File: config.mk
export PLATFORM = sky130hd
export DESIGN_NAME = attr_cfg_space
export DESIGN_NICKNAME = d
export VERILOG_FILES = /design/src/rtl/attr_cfg_pkg.sv /design/src/rtl/attr_cfg_space.sv
export SDC_FILE = /design/constraint.sdc
export NUM_CORES = 1
export LEC_CHECK = 0
export ABC_CLOCK_PERIOD_IN_PS = 1730
export BUFFER_PORTS_ARGS = -buffer_cell sky130_fd_sc_hd__buf_2
export CAP_MARGIN = 20
export CORE_AREA = 5 5 75 77
export CTS_CLUSTER_SIZE = 30
export DETAILED_ROUTE_END_ITERATION = 16
export DIE_AREA = 0 0 80 82
export PLACE_DENSITY = 0.68
export SKIP_LAST_GASP = 1
export SLEW_MARGIN = 10
export SYNTH_ARGS = -nofsm -noshare
export SYNTH_HDL_FRONTEND = slang
export SYNTH_SLANG_ARGS = --single-unit
File: constraint.sdc
create_clock -name core_clk -period 1.73 [get_ports core_clk]
set_input_delay 0.346 -clock core_clk [delete_from_list [all_inputs] [get_ports core_clk]]
set_output_delay 0.346 -clock core_clk [all_outputs]
set_load 0.05 [all_outputs]
File: src/rtl/attr_cfg_pkg.sv
// Package: constants, states and carriers for the card attribute space decoder
package attr_cfg_pkg;
   localparam int ADDR_W = 16;
   localparam int DATA_W = 16;
   localparam int ADDR_LOW_W = 10;
   // Register offsets in attribute space
   localparam logic [15:0] OPTION_OFFSET = 16'h8000;
   localparam logic [15:0] STATUS_OFFSET = 16'h8002;
   localparam int REGION_BIT = 15;
   // Option register fields
   localparam int OPT_SOFT_RESET = 7;
   localparam int OPT_LEVEL_IRQ = 6;
   localparam int OPT_ATTR_WRITE = 2;
   localparam int OPT_FUNC_ENABLE = 0;
   localparam logic [7:0] OPTION_RESET = 8'h40;
   localparam logic [7:0] OPTION_WMASK = 8'h85;
   // Status register fields
   localparam int STS_NARROW = 5;
   localparam int STS_POWER_DOWN = 2;
   localparam int STS_INTR = 1;
   localparam logic [7:0] STATUS_RESET = 8'h00;
   localparam logic [7:0] STATUS_WMASK = 8'h24;

   typedef enum logic [1:0]
   {
      ST_IDLE = 2'b00,
      ST_EXT = 2'b01,
      ST_REG = 2'b10,
      ST_WAIT_END = 2'b11
   } access_e;

   typedef struct packed
   {
      logic reg_n;
      logic ce1_n;
      logic we_n;
      logic oe_n;
   } host_strobe_s;

   typedef struct packed
   {
      logic func_enabled;
      logic power_down;
      logic narrow_host;
      logic attr_write_ok;
   } func_ctrl_s;
endpackage

File: src/rtl/attr_cfg_space.sv
// Card attribute space decoder with the two function configuration registers
`timescale 1ns/10ps
// ************************************************************
// ************************************************************
module attr_cfg_space
   import attr_cfg_pkg::*;
(
   // Clock and reset
   input wire logic core_clk,
   input wire logic rst,
   // Host card bus
   input wire logic [attr_cfg_pkg::ADDR_W-1:0] host_addr,
   input wire attr_cfg_pkg::host_strobe_s host_strb,
   input wire logic [attr_cfg_pkg::DATA_W-1:0] host_wdata,
   output logic [attr_cfg_pkg::DATA_W-1:0] host_rdata,
   output logic host_rdata_oe,
   // External attribute memory
   output logic ext_mem_select_n,
   output logic ext_mem_write_strobe_n,
   output logic [attr_cfg_pkg::ADDR_LOW_W-1:0] ext_mem_addr,
   // Function side
   input wire logic func_irq_req,
   input wire logic func_io_access,
   input wire logic wake_on_packet_cfg,
   input wire logic wide_bus_strap_n,
   input wire logic wide_mode_setting,
   output logic func_soft_reset,
   output logic func_power_down,
   output logic func_io_enable,
   output logic func_wake_enable,
   output logic func_wide_bus,
   output logic inpack_n,
   output logic irq_request_out,
   output logic irq_ready_pin_n,
   output logic wide_io_indicator,
   output logic wide_io_indicator_oe
);
   import attr_cfg_pkg::*;

   // ************************************************************
   // Decode
   // ************************************************************
   logic [7:0] option_q;
   logic [7:0] status_q;
   logic intr_q;
   access_e state_q;
   logic cycle_active;
   logic is_reg_region;
   logic odd_byte;
   logic rd_strobe;
   logic wr_strobe;
   func_ctrl_s ctrl;

   // Register select from the limited decode
   function automatic logic reg_hit(input logic [ADDR_W-1:0] a, input logic [15:0] off);
      reg_hit = (a[REGION_BIT] == off[REGION_BIT]) && (a[ADDR_LOW_W-1:0] == off[ADDR_LOW_W-1:0]);
   endfunction

   assign cycle_active = !host_strb.reg_n && !host_strb.ce1_n;
   assign rd_strobe = cycle_active && !host_strb.oe_n;
   assign wr_strobe = cycle_active && !host_strb.we_n;
   assign is_reg_region = host_addr[REGION_BIT];
   assign odd_byte = host_addr[0];

   assign ctrl.func_enabled = option_q[OPT_FUNC_ENABLE];
   assign ctrl.power_down = status_q[STS_POWER_DOWN] || !option_q[OPT_FUNC_ENABLE];
   assign ctrl.narrow_host = status_q[STS_NARROW];
   assign ctrl.attr_write_ok = option_q[OPT_ATTR_WRITE];

   // ************************************************************
   // Access sequencer
   // ************************************************************
   // One register write per strobe: wait for strobes to drop before rearming
   always_ff @(posedge core_clk or posedge rst)
   begin
      if (rst)
      begin
         state_q <= ST_IDLE;
      end
      else
      begin
         case (state_q)
            ST_IDLE:
            begin
               if (rd_strobe || wr_strobe)
               begin
                  state_q <= is_reg_region ? ST_REG : ST_EXT;
               end
            end
            ST_EXT, ST_REG:
            begin
               state_q <= ST_WAIT_END;
            end
            ST_WAIT_END:
            begin
               if (!rd_strobe && !wr_strobe)
               begin
                  state_q <= ST_IDLE;
               end
            end
            default:
            begin
               state_q <= ST_IDLE;
            end
         endcase
      end
   end

   // ************************************************************
   // Configuration registers
   // ************************************************************
   logic reg_wr_take;
   assign reg_wr_take = (state_q == ST_IDLE) && wr_strobe && is_reg_region && !odd_byte;

   always_ff @(posedge core_clk or posedge rst)
   begin
      if (rst)
      begin
         option_q <= OPTION_RESET;
      end
      else if (reg_wr_take && reg_hit(host_addr, OPTION_OFFSET))
      begin
         option_q <= (host_wdata[7:0] & OPTION_WMASK) | OPTION_RESET;
      end
   end

   // soft reset clears function state except the option register itself
   always_ff @(posedge core_clk or posedge rst)
   begin
      if (rst)
      begin
         status_q <= STATUS_RESET;
      end
      else if (option_q[OPT_SOFT_RESET])
      begin
         status_q <= STATUS_RESET;
      end
      else if (reg_wr_take && reg_hit(host_addr, STATUS_OFFSET))
      begin
         status_q <= host_wdata[7:0] & STATUS_WMASK;
      end
   end

   // pending bit tracks the function request while the function is enabled and out of soft reset
   always_ff @(posedge core_clk or posedge rst)
   begin
      if (rst)
      begin
         intr_q <= 1'b0;
      end
      else
      begin
         intr_q <= func_irq_req && ctrl.func_enabled && !option_q[OPT_SOFT_RESET];
      end
   end

   // ************************************************************
   // Host read data and external memory strobes
   // ************************************************************
   logic [7:0] reg_rd;
   always_comb
   begin
      reg_rd = 8'h00;
      if (reg_hit(host_addr, OPTION_OFFSET))
      begin
         reg_rd = option_q | OPTION_RESET;
      end
      else if (reg_hit(host_addr, STATUS_OFFSET))
      begin
         reg_rd = status_q;
         reg_rd[STS_INTR] = intr_q;
      end
   end

   always_ff @(posedge core_clk or posedge rst)
   begin
      if (rst)
      begin
         host_rdata <= 16'h0000;
         host_rdata_oe <= 1'b0;
         ext_mem_select_n <= 1'b1;
         ext_mem_write_strobe_n <= 1'b1;
         ext_mem_addr <= '0;
      end
      else
      begin
         // odd attribute byte reads zero, high byte don't care
         host_rdata <= {8'h00, (odd_byte ? 8'h00 : reg_rd)};
         // float data bus for the external memory
         host_rdata_oe <= rd_strobe && (is_reg_region || odd_byte);
         // select external memory in lower region
         ext_mem_select_n <= !(cycle_active && !is_reg_region && !odd_byte && (rd_strobe || wr_strobe));
         // writes gated by the write-allow bit
         ext_mem_write_strobe_n <= !(wr_strobe && !is_reg_region && !odd_byte && ctrl.attr_write_ok);
         ext_mem_addr <= {host_addr[ADDR_LOW_W-1:1], 1'b0};
      end
   end

   // ************************************************************
   // Function control outputs
   // ************************************************************
   always_ff @(posedge core_clk or posedge rst)
   begin
      if (rst)
      begin
         func_soft_reset <= 1'b0;
         func_power_down <= 1'b1;
         func_io_enable <= 1'b0;
         func_wake_enable <= 1'b0;
         func_wide_bus <= 1'b0;
         inpack_n <= 1'b1;
         irq_request_out <= 1'b0;
         irq_ready_pin_n <= 1'b1;
         wide_io_indicator <= 1'b0;
         wide_io_indicator_oe <= 1'b0;
      end
      else
      begin
         func_soft_reset <= option_q[OPT_SOFT_RESET];
         func_power_down <= ctrl.power_down;
         func_io_enable <= ctrl.func_enabled && !ctrl.power_down;
         func_wake_enable <= wake_on_packet_cfg && ctrl.func_enabled;
         // narrow host overrides strap and wide setting
         func_wide_bus <= !ctrl.narrow_host && !wide_bus_strap_n && wide_mode_setting;
         wide_io_indicator <= !wide_bus_strap_n && wide_mode_setting;
         wide_io_indicator_oe <= !ctrl.narrow_host && ctrl.func_enabled;
         inpack_n <= !(func_io_access && ctrl.func_enabled);
         irq_request_out <= intr_q;
         // pin held low during soft reset
         irq_ready_pin_n <= !option_q[OPT_SOFT_RESET];
      end
   end

   // ************************************************************
   // Checks
   // ************************************************************
   a_odd_read_zero: assert property (@(posedge core_clk) disable iff (rst)
      rd_strobe && odd_byte |=> host_rdata == 16'h0000)
      else $error("odd read not zero");
   a_level_bit_one: assert property (@(posedge core_clk) disable iff (rst)
      option_q[OPT_LEVEL_IRQ])
      else $error("level bit cleared");
   a_ext_wr_gate: assert property (@(posedge core_clk) disable iff (rst)
      !ext_mem_write_strobe_n |-> $past(ctrl.attr_write_ok))
      else $error("ext write without allow");
   a_odd_no_write: assert property (@(posedge core_clk) disable iff (rst)
      wr_strobe && odd_byte && is_reg_region |=> $stable(option_q[OPT_FUNC_ENABLE]) && $stable(status_q))
      else $error("odd write took effect");
   a_soft_rst_pin: assert property (@(posedge core_clk) disable iff (rst)
      option_q[OPT_SOFT_RESET] |=> !irq_ready_pin_n && status_q == STATUS_RESET)
      else $error("soft reset not applied");
   a_disabled_quiet: assert property (@(posedge core_clk) disable iff (rst)
      !ctrl.func_enabled [*2] |=> !irq_request_out && inpack_n)
      else $error("disabled function active");
   a_power_down: assert property (@(posedge core_clk) disable iff (rst)
      ctrl.power_down |=> func_power_down && !func_io_enable)
      else $error("power down missed");
   a_narrow_float: assert property (@(posedge core_clk) disable iff (rst)
      ctrl.narrow_host |=> !wide_io_indicator_oe && !func_wide_bus)
      else $error("narrow host not forced");
   a_irq_follow: assert property (@(posedge core_clk) disable iff (rst)
      intr_q |=> irq_request_out)
      else $error("irq not raised");
   a_wake_gate: assert property (@(posedge core_clk) disable iff (rst)
      !ctrl.func_enabled |=> !func_wake_enable)
      else $error("wake while disabled");

   // ************************************************************
   // Checks on decode paths and function outputs
   // ************************************************************
   a_idle_no_select: assert property (@(posedge core_clk) disable iff (rst)
      !cycle_active |=> ext_mem_select_n && ext_mem_write_strobe_n)
      else $error("memory selected without card cycle");
   a_ext_read_float: assert property (@(posedge core_clk) disable iff (rst)
      rd_strobe && !is_reg_region && !odd_byte |=> !ext_mem_select_n && !host_rdata_oe)
      else $error("external read not handed to memory");
   a_odd_no_select: assert property (@(posedge core_clk) disable iff (rst)
      odd_byte |=> ext_mem_select_n && ext_mem_write_strobe_n)
      else $error("odd byte reached memory");
   a_ext_addr_even: assert property (@(posedge core_clk) disable iff (rst)
      !ext_mem_select_n |-> ext_mem_addr == {$past(host_addr[ADDR_LOW_W-1:1]), 1'b0})
      else $error("memory address not even copy");
   a_reg_no_select: assert property (@(posedge core_clk) disable iff (rst)
      is_reg_region |=> ext_mem_select_n && ext_mem_write_strobe_n)
      else $error("register region reached memory");
   a_odd_reg_read: assert property (@(posedge core_clk) disable iff (rst)
      rd_strobe && odd_byte && is_reg_region |=> host_rdata == 16'h0000 && host_rdata_oe)
      else $error("odd register read not zero");
   a_level_read_one: assert property (@(posedge core_clk) disable iff (rst)
      rd_strobe && !odd_byte && reg_hit(host_addr, OPTION_OFFSET) |=> host_rdata[OPT_LEVEL_IRQ])
      else $error("level bit read as zero");
   a_even_write_lands: assert property (@(posedge core_clk) disable iff (rst)
      reg_wr_take && reg_hit(host_addr, STATUS_OFFSET) && !option_q[OPT_SOFT_RESET]
      |=> status_q == ($past(host_wdata[7:0]) & STATUS_WMASK))
      else $error("even status write lost");
   a_soft_rst_out: assert property (@(posedge core_clk) disable iff (rst)
      option_q[OPT_SOFT_RESET] |=> func_soft_reset)
      else $error("soft reset not passed on");
   a_pin_raised: assert property (@(posedge core_clk) disable iff (rst)
      !option_q[OPT_SOFT_RESET] |=> irq_ready_pin_n)
      else $error("pin not raised after soft reset");
   a_intr_gated: assert property (@(posedge core_clk) disable iff (rst)
      intr_q |-> $past(ctrl.func_enabled))
      else $error("pending while disabled");
   a_inpack_gated: assert property (@(posedge core_clk) disable iff (rst)
      !inpack_n |-> $past(ctrl.func_enabled) && $past(func_io_access))
      else $error("inpack without enabled access");
   a_io_disabled: assert property (@(posedge core_clk) disable iff (rst)
      !ctrl.func_enabled |=> !func_io_enable && func_power_down)
      else $error("disabled function reachable");
   a_wide_blocked: assert property (@(posedge core_clk) disable iff (rst)
      func_wide_bus |-> !$past(ctrl.narrow_host))
      else $error("wide bus under narrow host");
   a_ext_wr_pass: assert property (@(posedge core_clk) disable iff (rst)
      wr_strobe && !is_reg_region && !odd_byte && ctrl.attr_write_ok
      |=> !ext_mem_write_strobe_n && !ext_mem_select_n)
      else $error("allowed memory write dropped");
endmodule

* Word level (Yosys, flattened, before mapping)
Cells that the tools add are included.
** Storage, ports and cells
- Register bits after elaboration :: 44
- Input bits :: 43
- Word-level logic and storage cells :: 85
** Operators by class
- Equal/unequal tests :: 6
- Muxes and demuxes :: 9
- Reductions and logical operators :: 51
** Operators by type and width (number)
- $mux W8 :: 5
- $logic_and A1 B1 Y1 :: 27
- $logic_not A1 Y1 :: 16
- $eq A10 B2 Y1 const B :: 1
- $logic_not A10 Y1 :: 1
- $mux W2 :: 3
- $pmux W2 S3 :: 1
- $eq A2 B2 Y1 const B :: 2
- $ne A2 B2 Y1 const B :: 2
- $logic_or A1 B1 Y1 :: 3
- $eq A2 B1 Y1 const B :: 1
- $logic_not A2 Y1 :: 1
- $reduce_and A2 Y1 :: 1
- $reduce_bool A2 Y1 :: 1
- $reduce_or A2 Y1 :: 1

* Depth between registers and ports, before layout
Gate-level depths: netlist of the first run.
- Depth in word-level cells :: 9
- Depth in mapped cells :: 5
- Gate-level depth less buffers :: 5

* Worst setup path before layout of the first run
OpenSTA, ideal clock, no wires.
- Kind :: flip-flop to flip-flop
- Start point :: register state_q[0]
- End point :: register option_q[0]
- Arrival :: 1684 ps
- Path slack :: -79 ps
- Cell stages (with the launch flop) :: 6
- Path buffers :: 0
- Cells stage by stage :: dfrtp_1 inv_1 ha_1 or4bb_1 nor4_4 mux2_2
** On the way
- Word-level cells in the longest chain between the ends :: 5
** Ends and longest elaborated chain
- start, declared :: line attr_cfg_space.sv:46 : access_e state_q;
- start signal, assigned :: line attr_cfg_space.sv:87 : state_q <= is_reg_region ? ST_REG : ST_EXT;
- $logic_not A2 Y1 :: line attr_cfg_space.sv:113 : assign reg_wr_take = (state_q == ST_IDLE) && wr_strobe && is_reg_region && !odd_byte;
- $logic_and A1 B1 Y1 (3 in a row) :: line attr_cfg_space.sv:113
- $logic_and A1 B1 Y1 :: line attr_cfg_space.sv:121 : else if (reg_wr_take && reg_hit(host_addr, OPTION_OFFSET))
- end signal, assigned :: line attr_cfg_space.sv:123 : option_q <= (host_wdata[7:0] & OPTION_WMASK) | OPTION_RESET;
- end, declared :: line attr_cfg_space.sv:43 : logic [7:0] option_q;
Every way passes these cells.
A chain may end at the register's enable or synchronous reset.

* Final worst setup path of the first run
- Start point :: register state_q[1]
- End point :: register option_q[7]
The elaborated chain is that of the path after synthesis.

==> impl_metrics.json, run 1 <==
{
  "holdBufCountCts": 0,
  "die_h_microns": 82,
  "synthMuxAreaShare_pct": 6.89,
  "cp-start-kind": "flip-flop",
  "status": "finished with violations",
  "pwr_density_cell_nw_per_um2": 1060,
  "place_inst": 239,
  "setup_viol": 3,
  "gr-usage-met1_pct": 8.76,
  "async_flop_share_pct": 100,
  "instances_no_fill": 254,
  "wl_per_cell_microns": 11.3,
  "h-tree-depth": 2,
  "routed_via_density": 3.90,
  "grt.overflow.total": 0,
  "syn_area_per_cell_sq_um": 13.6,
  "met3_usage_pct": 5.04,
  "nets": 229,
  "met2_usage_pct": 15.8,
  "mostFrequentLayoutCell": "buf_2",
  "clk_pin_slew_ns": 0.07,
  "ys_seq_area_share_pct": 64.8,
  "leakagePower_uw": 0.00103,
  "crit_start": "state_q[1]",
  "syn2layout_area_growth_pct": 42.2,
  "failed_checks": "negative setup slack",
  "firstDrtPassIters": 2,
  "synth_top_family_by_area": "simple AND/OR/NAND/NOR gates",
  "start_util_pct": 28.3,
  "antenna_found_initial": 0,
  "ys.flop_type": "dfrtp_1",
  "peakVddDrop_uv": 272,
  "port_buffers": 53,
  "rsz0062_at_grt": "yes",
  "criticalPathCategory": "flip-flop to flip-flop",
  "diodes": 0,
  "grt_pass1_wl_microns": 4510,
  "busiest_layer": "met2",
  "max_freq_mhz": 564,
  "cts_tree": "done",
  "clockBufferDepth": 2,
  "drcViolationCount": 0,
  "synthesis.yosys.warnings": 0,
  "vias": 990,
  "cp_data_arrival_time_ns": 1.94,
  "worstPathMaxFanout": 3,
  "finalPower_uw": 2120,
  "cp.required_ns": 1.90,
  "fillers": 500,
  "synth_seq_cells": 36,
  "dieArea_sq_um": 6560,
  "ys_types": 27,
  "max_cap_violations": 0,
  "clock_sinks": 36,
  "period_minus_slack_ns": 1.77,
  "cts_root_buf": "clkbuf_8",
  "synth-xor-area-share_pct": 0,
  "clkLatencyLatePin_ns": 0.29,
  "io_pins": 82,
  "layout_setup_ws_ns": -0.0429,
  "drive_above_1_share_pct": 55.4,
  "synth_simple_gate_area_share_pct": 16.0,
  "endpoint_kind": "flip-flop",
  "synthAdderAreaFrac_pct": 2.68,
  "hold_ws_ns": 0.142,
  "drt_iter0_markers": 18,
  "synth_compound_area_share_pct": 1.25,
  "drv_slew": 0,
  "synthesis.area_sq_um": 1400,
  "tns_ns": -0.114,
  "synthCells": 103,
  "hpwl_microns": 2180,
  "grt_max_degree": 37,
  "final_hold_viol_count": 0,
  "min_period_over_period_pct": 102,
  "drtAntennaViolNets": 0,
  "finClkSkew_ns": 0.00750,
  "placementRows": 26,
  "final_cell_mix": "53 x buf_2, 31 x dfrtp_1, 22 x buf_4",
  "synth_enable_flop_cells": 0,
  "grtUsageTotal_pct": 9.41,
  "die_w_microns": 80,
  "hp-class": "primary input to asynchronous set/reset pin",
  "cts_buffers": 5,
  "gp_congestion": 0.735,
  "wirelength_microns": 2880,
  "dp_slack_ns": -0.195,
  "core_area_sq_um": 4940,
  "first_global_vias": 998,
  "r2r_start": "state_q[1]"
}
## critical path, stage by stage, from the launching register on
cell,delay [ns]
dfrtp_1,0.38
inv_2,0.08
ha_4,0.13
or4bb_4,0.46
nor4_4,0.13
buf_4,0.18
mux2_4,0.29
## synthesized netlist by cell type, types with 2 or more instances
cell type	instances	area, sq um
dfrtp_1	31	776
buf_4	11	82.6
inv_1	7	26.3
nand2_1	6	22.5
dfstp_2	5	131
mux2_2	5	56.3
mux2i_1	4	40.0
nor2b_1	4	25.0
and3_1	3	18.8
ha_1	3	37.5
nor2_1	3	11.3
or4_4	3	33.8
nor3_1	2	10.0
nor4_1	2	12.5
o21ai_0	2	10.0
## repair_timing
| action | 4_1_cts | 5_1_grt |
|---|---|---|
| endpoints found under the setup margin | 3 | 3 |
| buffers inserted | 6 | 1 |
| gates resized for setup | 8 | 0 |
| pin swaps | 3 | 1 |
## through the flow
stage	instance area [sq um]	utilization, %
after detailed placement	1820	36.7
after global placement	1820	36.7
after global routing	1990	40.2
final	1990	40.2
after CTS	1980	40.1
after floorplan	1440	-
## logic make-up after synthesis
family	Yosys count
and+or+nand+nor	32
AOI/OAI and AO/OA	3
DFF	36
buffers and inverters	19
other	1
muxes	9
adders and majority gates	3
## final cells by class
| class | instances | area [sq um] | area share (%) |
|---|---|---|---|
| flip-flops and latches | 36 | 907 | 45.6 |
| repair buffers | 75 | 430 | 21.6 |
| clock buffers | 7 | 86.3 | 4.34 |
| multi-input cells | 58 | 444 | 22.3 |
| well taps | 70 | 87.6 | 4.40 |
| inverters | 7 | 26.3 | 1.32 |
| clock inverters | 1 | 7.51 | 0.377 |
## state kept, by name, indices dropped and copies added, names as in the netlist
signal,count
irq_ready_pin_n,1
intr_q,1
inpack_n,1
func_power_down,1
ext_mem_addr,9
option_q,3
func_wake_enable,1
ext_mem_write_strobe_n,1
func_soft_reset,1
ext_mem_select_n,1
host_rdata_oe,1
func_io_enable,1
state_q,2
irq_request_out,1
func_wide_bus,1
host_rdata,6
wide_io_indicator,1
status_q,2
wide_io_indicator_oe,1
## power by group
group	switching [uW]	internal (uW)
registers	18.6	885
logic	296	316
clock network	279	323
total	593	1520
## path summary, 6_finish.rpt
check	slack, ns	endpoint	depth (start not counted)
hold / removal	0.14	func_soft_reset	3
setup / recovery	-0.04	option_q[7]	6
max in group asynchronous	1.25	irq_ready_pin_n	3
min in group core_clk	0.17	inpack_n	2
setup reg to reg	-0.04	option_q[7]	6
hold reg to reg	0.37	irq_request_out	0
## per-layer routing
| layer | up-vias | wire length (microns) |
|---|---|---|
| met5 | - | 0 |
| met4 | 0 | 86 |
| met3 | 6 | 333 |
| met2 | 41 | 1400 |
| met1 | 464 | 1060 |
| li1 | 479 | - |
Note: power is estimated with default switching activity, not from simulation.
==> run 2, diff against run 1 <==
--- a/config.mk
+++ b/config.mk
@@ -5,14 +5,14 @@
 export SDC_FILE = /design/constraint.sdc
 export NUM_CORES = 1
 export LEC_CHECK = 0
-export ABC_CLOCK_PERIOD_IN_PS = 1730
+export ABC_CLOCK_PERIOD_IN_PS = 1800
 export BUFFER_PORTS_ARGS = -buffer_cell sky130_fd_sc_hd__buf_2
 export CAP_MARGIN = 20
 export CORE_AREA = 5 5 75 77
 export CTS_CLUSTER_SIZE = 30
 export DETAILED_ROUTE_END_ITERATION = 16
 export DIE_AREA = 0 0 80 82
-export PLACE_DENSITY = 0.68
+export PLACE_DENSITY = 0.66
 export SKIP_LAST_GASP = 1
 export SLEW_MARGIN = 10
 export SYNTH_ARGS = -nofsm -noshare
==> constraint.sdc (replaced) <==
create_clock -name core_clk -period 1.8 [get_ports core_clk]
set_input_delay 0.36 -clock core_clk [delete_from_list [all_inputs] [get_ports core_clk]]
set_output_delay 0.36 -clock core_clk [all_outputs]
set_load 0.05 [all_outputs]
==> run 2 against run 1 <==
The run still ends with negative setup slack left. Register-to-register slack got worse by 0.08 ns. Via count rose by 2.1%. Largest cell class unchanged. Design area rose by 1.1%. Combinational power fell by 6.2%.
==> impl_metrics.json, run 2 (synthesis gave the netlist of run 1 again) <==
{
  "met2_usage_pct": 15.3,
  "drive_above_1_share_pct": 55.9,
  "crit_family": "simple AND/OR/NAND/NOR gates",
  "grt_max_degree": 37,
  "slowest_delay_ns": 0.47,
  "die_h_microns": 82,
  "start_util_pct": 28.3,
  "final_hold_viol_count": 0,
  "grt.overflow.total": 0,
  "wirelength_microns": 2900,
  "met3_usage_pct": 3.95,
  "pwr_density_cell_nw_per_um2": 1020,
  "drv_slew": 0,
  "largest_register_ffs": 9,
  "final_cell_mix": "53 x buf_2, 31 x dfrtp_1, 24 x buf_4",
  "diodes": 0,
  "clk_pin_slew_ns": 0.07,
  "place_inst": 242,
  "gp_congestion": 0.715,
  "first_global_vias": 988,
  "hpwl_microns": 2250,
  "cts_root_buf": "clkbuf_8",
  "multiInputGateArea_sq_um": 444,
  "wl_per_cell_microns": 11.3,
  "gr-usage-met1_pct": 9.84,
  "finalPower_uw": 2050,
  "worstPathMaxFanout": 3,
  "mostFrequentLayoutCell": "buf_2",
  "peakVddDrop_uv": 380,
  "core_area_sq_um": 4940,
  "cts_tree": "done",
  "vias": 1011,
  "drcViolationCount": 0,
  "grt_pass1_wl_microns": 4440,
  "critPathBufInv": 2,
  "crit_path_top_delay_cell": "or4bb_4",
  "grtUsageTotal_pct": 9.13,
  "setup_viol": 3,
  "drt_iter0_markers": 37,
  "cts_buffers": 5,
  "min_period_over_period_pct": 107,
  "endpoint_kind": "flip-flop",
  "top_regs": "ext_mem_addr: 9 flops, host_rdata: 6 flops, option_q: 3 flops",
  "rsz0062_at_grt": "yes",
  "syn2layout_area_growth_pct": 43.7,
  "status": "finished with violations",
  "die_w_microns": 80,
  "clkLatencyLatePin_ns": 0.28,
  "failed_checks": "negative setup slack",
  "clockBufferDepth": 2,
  "firstDrtPassIters": 3,
  "cp-start-kind": "flip-flop",
  "largest_register": "ext_mem_addr",
  "cp.required_ns": 1.97,
  "h-tree-depth": 2,
  "routed_via_density": 3.95,
  "io_pins": 82,
  "placementRows": 26,
  "cp_data_arrival_time_ns": 2.09,
  "dieArea_sq_um": 6560,
  "criticalPathCategory": "flip-flop to flip-flop",
  "max_freq_mhz": 520,
  "seq_area_sq_um": 907,
  "port_buffers": 53,
  "instances_no_fill": 256,
  "layout_setup_ws_ns": -0.124,
  "drtAntennaViolNets": 0,
  "nets": 231,
  "hp-class": "primary input to asynchronous set/reset pin",
  "leakagePower_uw": 0.00105,
  "period_minus_slack_ns": 1.92,
  "fillers": 487,
  "cp_cell_sequence": "inv_2 -> ha_4 -> or4bb_4 -> nor4_4 -> buf_4 -> mux2_4",
  "antenna_found_initial": 0,
  "busiest_layer": "met2",
  "max_cap_violations": 0,
  "finClkSkew_ns": 0.00460,
  "clock_sinks": 36
}
-- run 2: changes by cell type in the layout (fill, tap and decap cells not counted) --
cell        before  now
buf_4           22   24
clkinvlp_4       1    0
clkbuf_8         6    7
-- run 2: metal layers --
metal / share of wire, % / wire, microns
met4: 2.0 / 57
met2: 45 / 1310
met5: 0 / 0
met3: 12 / 345
met1: 41 / 1180
-- run 2: report_power, final --
| part | internal, uW | switching (uW) |
|---|---|---|
| sequential | 851 | 17.9 |
| combinational | 294 | 279 |
| clock | 349 | 262 |
-- run 2: path summary, 6_finish.rpt --
| path | start | to | slack (ns) | cells past startpoint |
|---|---|---|---|---|
| worst min-delay path | rst | ext_mem_addr[9] | 0.16 | 3 |
| worst min register to register | intr_q | irq_request_out | 0.37 | 0 |
| max in group asynchronous | rst | irq_ready_pin_n | 1.30 | 3 |
| min in group core_clk | host_addr[5] | ext_mem_addr[5] | 0.20 | 1 |
| worst max register to register | state_q[1] | option_q[7] | -0.12 | 6 |
| worst max-delay path | state_q[1] | option_q[7] | -0.12 | 6 |
-- run 2: metrics by stage --
stage	hold WS [ns]	worst slack [ns]	TNS (ns)	util, %	area, sq um
2_1_floorplan	0.347	-0.00869	-0.0261	-	1440
3_3_place_gp	0.354	-0.149	-0.727	37.2	1840
3_5_place_dp	0.355	-0.144	-0.782	37.2	1840
4_1_cts	0.172	-0.0697	-0.145	40.4	2000
5_1_grt	0.174	-0.181	-0.526	40.7	2010
6_report	0.161	-0.124	-0.370	40.7	2010
-- run 2: worst min-delay path: cells and delay by family --
family,cells,cell delay [ns]
buffers and inverters,3,0.50
-- run 2: what timing repair did --
item	4_1_cts	5_1_grt
endpoints found under the setup margin	3	3
hold buffers	0	0
gates resized for setup	7	1
setup buffers	5	1
hold endpoints to repair	0	0
pin swaps	0	3
-- run 2: area by class of cell --
| type | instances | share of cell area, % |
|---|---|---|
| tap | 70 | 4.36 |
| multi-input combinational | 58 | 22.1 |
| clock buffer | 8 | 4.98 |
| timing repair buffer | 77 | 22.2 |
| sequential | 36 | 45.1 |
| inverter | 7 | 1.31 |
==> run 3, diff against run 2 <==
--- a/config.mk
+++ b/config.mk
@@ -5,7 +5,7 @@
 export SDC_FILE = /design/constraint.sdc
 export NUM_CORES = 1
 export LEC_CHECK = 0
-export ABC_CLOCK_PERIOD_IN_PS = 1800
+export ABC_CLOCK_PERIOD_IN_PS = 1900
 export BUFFER_PORTS_ARGS = -buffer_cell sky130_fd_sc_hd__buf_2
 export CAP_MARGIN = 20
 export CORE_AREA = 5 5 75 77
==> constraint.sdc (replaced) <==
create_clock -name core_clk -period 1.9 [get_ports core_clk]
set_input_delay 0.38 -clock core_clk [delete_from_list [all_inputs] [get_ports core_clk]]
set_output_delay 0.38 -clock core_clk [all_outputs]
set_load 0.05 [all_outputs]
==> run 3 against run 2 <==
Critical path type unchanged. Clock power decreased by 5.2%. Setup slack gained 0.23 ns. First-iteration DRC count down 27%. Sequential share of layout area up 1.9 points. The run now ends clean. Sequential power decreased by 5.2%. Via count decreased by 3.0%. Register-to-register slack improved by 0.23 ns.
==> impl_metrics.json, run 3 (synthesis gave the netlist of run 1 again) <==
{
  "start_util_pct": 28.3,
  "setup_viol": 0,
  "max_cap_violations": 0,
  "diodes": 0,
  "wirelength_microns": 2910,
  "clkLatencyLatePin_ns": 0.28,
  "vias": 981,
  "wl_per_cell_microns": 11.9,
  "die_w_microns": 80,
  "reg2regPathDepth": 6,
  "reg2reg_to": "option_q[7]",
  "instances_no_fill": 245,
  "gp_congestion": 0.702,
  "core_area_sq_um": 4940,
  "cts_tree": "done",
  "place_inst": 235,
  "mostFrequentLayoutCell": "buf_2",
  "clock_sinks": 36,
  "leakagePower_uw": 0.000996,
  "hpwl_microns": 2300,
  "cp_cell_sequence": "inv_2 -> ha_4 -> or4bb_4 -> nor4_4 -> buf_4 -> mux2_4",
  "first_global_vias": 979,
  "holdBufCountCts": 0,
  "drt_iter0_markers": 27,
  "placementRows": 26,
  "peakVddDrop_uv": 337,
  "cp-start-kind": "flip-flop",
  "endpoint_kind": "flip-flop",
  "dieArea_sq_um": 6560,
  "drv_slew": 0,
  "largest_register_ffs": 9,
  "finalPower_uw": 1860,
  "period_minus_slack_ns": 1.79,
  "drtAntennaViolNets": 0,
  "final_core_util_pct": 39.0,
  "h-tree-depth": 2,
  "syn2layout_area_growth_pct": 37.8,
  "die_h_microns": 82,
  "status": "finished, final reports clean",
  "reg2reg_setup_slack_ns": 0.11,
  "worstPathMaxFanout": 3,
  "clk_pin_slew_ns": 0.07,
  "largest_register": "ext_mem_addr",
  "rsz0062_at_grt": "no",
  "max_freq_mhz": 559,
  "drcViolationCount": 0,
  "criticalPathCategory": "flip-flop to flip-flop",
  "grt_max_degree": 37,
  "final_cell_mix": "53 x buf_2, 31 x dfrtp_1, 13 x buf_4",
  "grt.overflow.total": 0,
  "min_period_over_period_pct": 94.2,
  "grtUsageTotal_pct": 9.18,
  "hold_ws_ns": 0.186,
  "drive_above_1_share_pct": 53.1,
  "pwr_density_cell_nw_per_um2": 964,
  "hp-class": "primary input to asynchronous set/reset pin",
  "r2r_start": "state_q[1]",
  "top_regs": "ext_mem_addr: 9 flops, host_rdata: 6 flops, option_q: 3 flops",
  "final_hold_viol_count": 0,
  "antenna_found_initial": 0,
  "clockBufferDepth": 2,
  "cp_data_arrival_time_ns": 1.96,
  "cts_root_buf": "clkbuf_8",
  "grt_pass1_wl_microns": 4510,
  "port_buffers": 53,
  "nets": 220,
  "io_pins": 82,
  "cp.required_ns": 2.07,
  "slowest_delay_ns": 0.46,
  "finClkSkew_ns": 0.00416,
  "firstDrtPassIters": 2,
  "crit_path_top_delay_cell": "or4bb_4",
  "cts_buffers": 5,
  "routed_via_density": 4.00
}
-- run 3: critical path, delay by kind of cell (launching register included) --
| kind | cells | cell delay (ns) |
|---|---|---|
| adder cells (fa/ha/maj) | 1 | 0.13 |
| buffers and inverters | 2 | 0.27 |
| flip-flops | 1 | 0.39 |
| multiplexers | 1 | 0.30 |
| AND/OR/NAND/NOR | 2 | 0.60 |
-- run 3: cell type report --
cell class	instances	area [sq um]
fill	495	3020
inverter	7	26.3
sequential	36	907
clock buffer	8	100
timing repair buffer	66	363
multi-input combinational	58	444
tap	70	87.6
-- run 3: metrics by stage --
| step | instance area (sq um) | TNS, ns | setup slack, ns |
|---|---|---|---|
| after global routing | 1930 | 0 | 0.0333 |
| after detailed placement | 1790 | -0.239 | -0.0684 |
| after global placement | 1790 | -0.238 | -0.0804 |
| after CTS | 1930 | -0.0159 | -0.00636 |
| after floorplan | 1440 | 0 | 0.0913 |
| final | 1930 | 0 | 0.110 |
-- run 3: report_power, final --
group	leakage (uW)	switching [uW]	total (uW)	internal (uW)
registers	0.000449	18.0	824	806
logic	0.000496	247	455	208
clock network	0.0000515	249	579	330
total	0.000996	514	1860	1340
-- run 3: routing by layer --
layer,vias up,track usage (%),share of wire [%]
met3,8,4.71,12
met1,458,10.3,41
met2,51,14.6,45
li1,464,-,-
met4,0,4.05,1.9
met5,-,0,0
-- run 3: how the worst max path moves through the flow --
| stage | startpoint | endpoint |
|---|---|---|
| after CTS | state_q[1] | option_q[2] |
| after global routing | state_q[1] | option_q[2] |
| final | state_q[1] | option_q[7] |
| after detailed placement | host_addr[4] | option_q[7] |
| after floorplan | state_q[0] | option_q[0] |
| after global placement | host_addr[4] | option_q[7] |
-- run 3: what timing repair did --
| action | CTS | global route |
|---|---|---|
| gates resized for setup | 8 | 0 |
| pin swaps | 3 | 1 |
| gates cloned | 0 | 0 |
| buffers inserted | 2 | 0 |
| setup endpoints to repair | 3 | 3 |
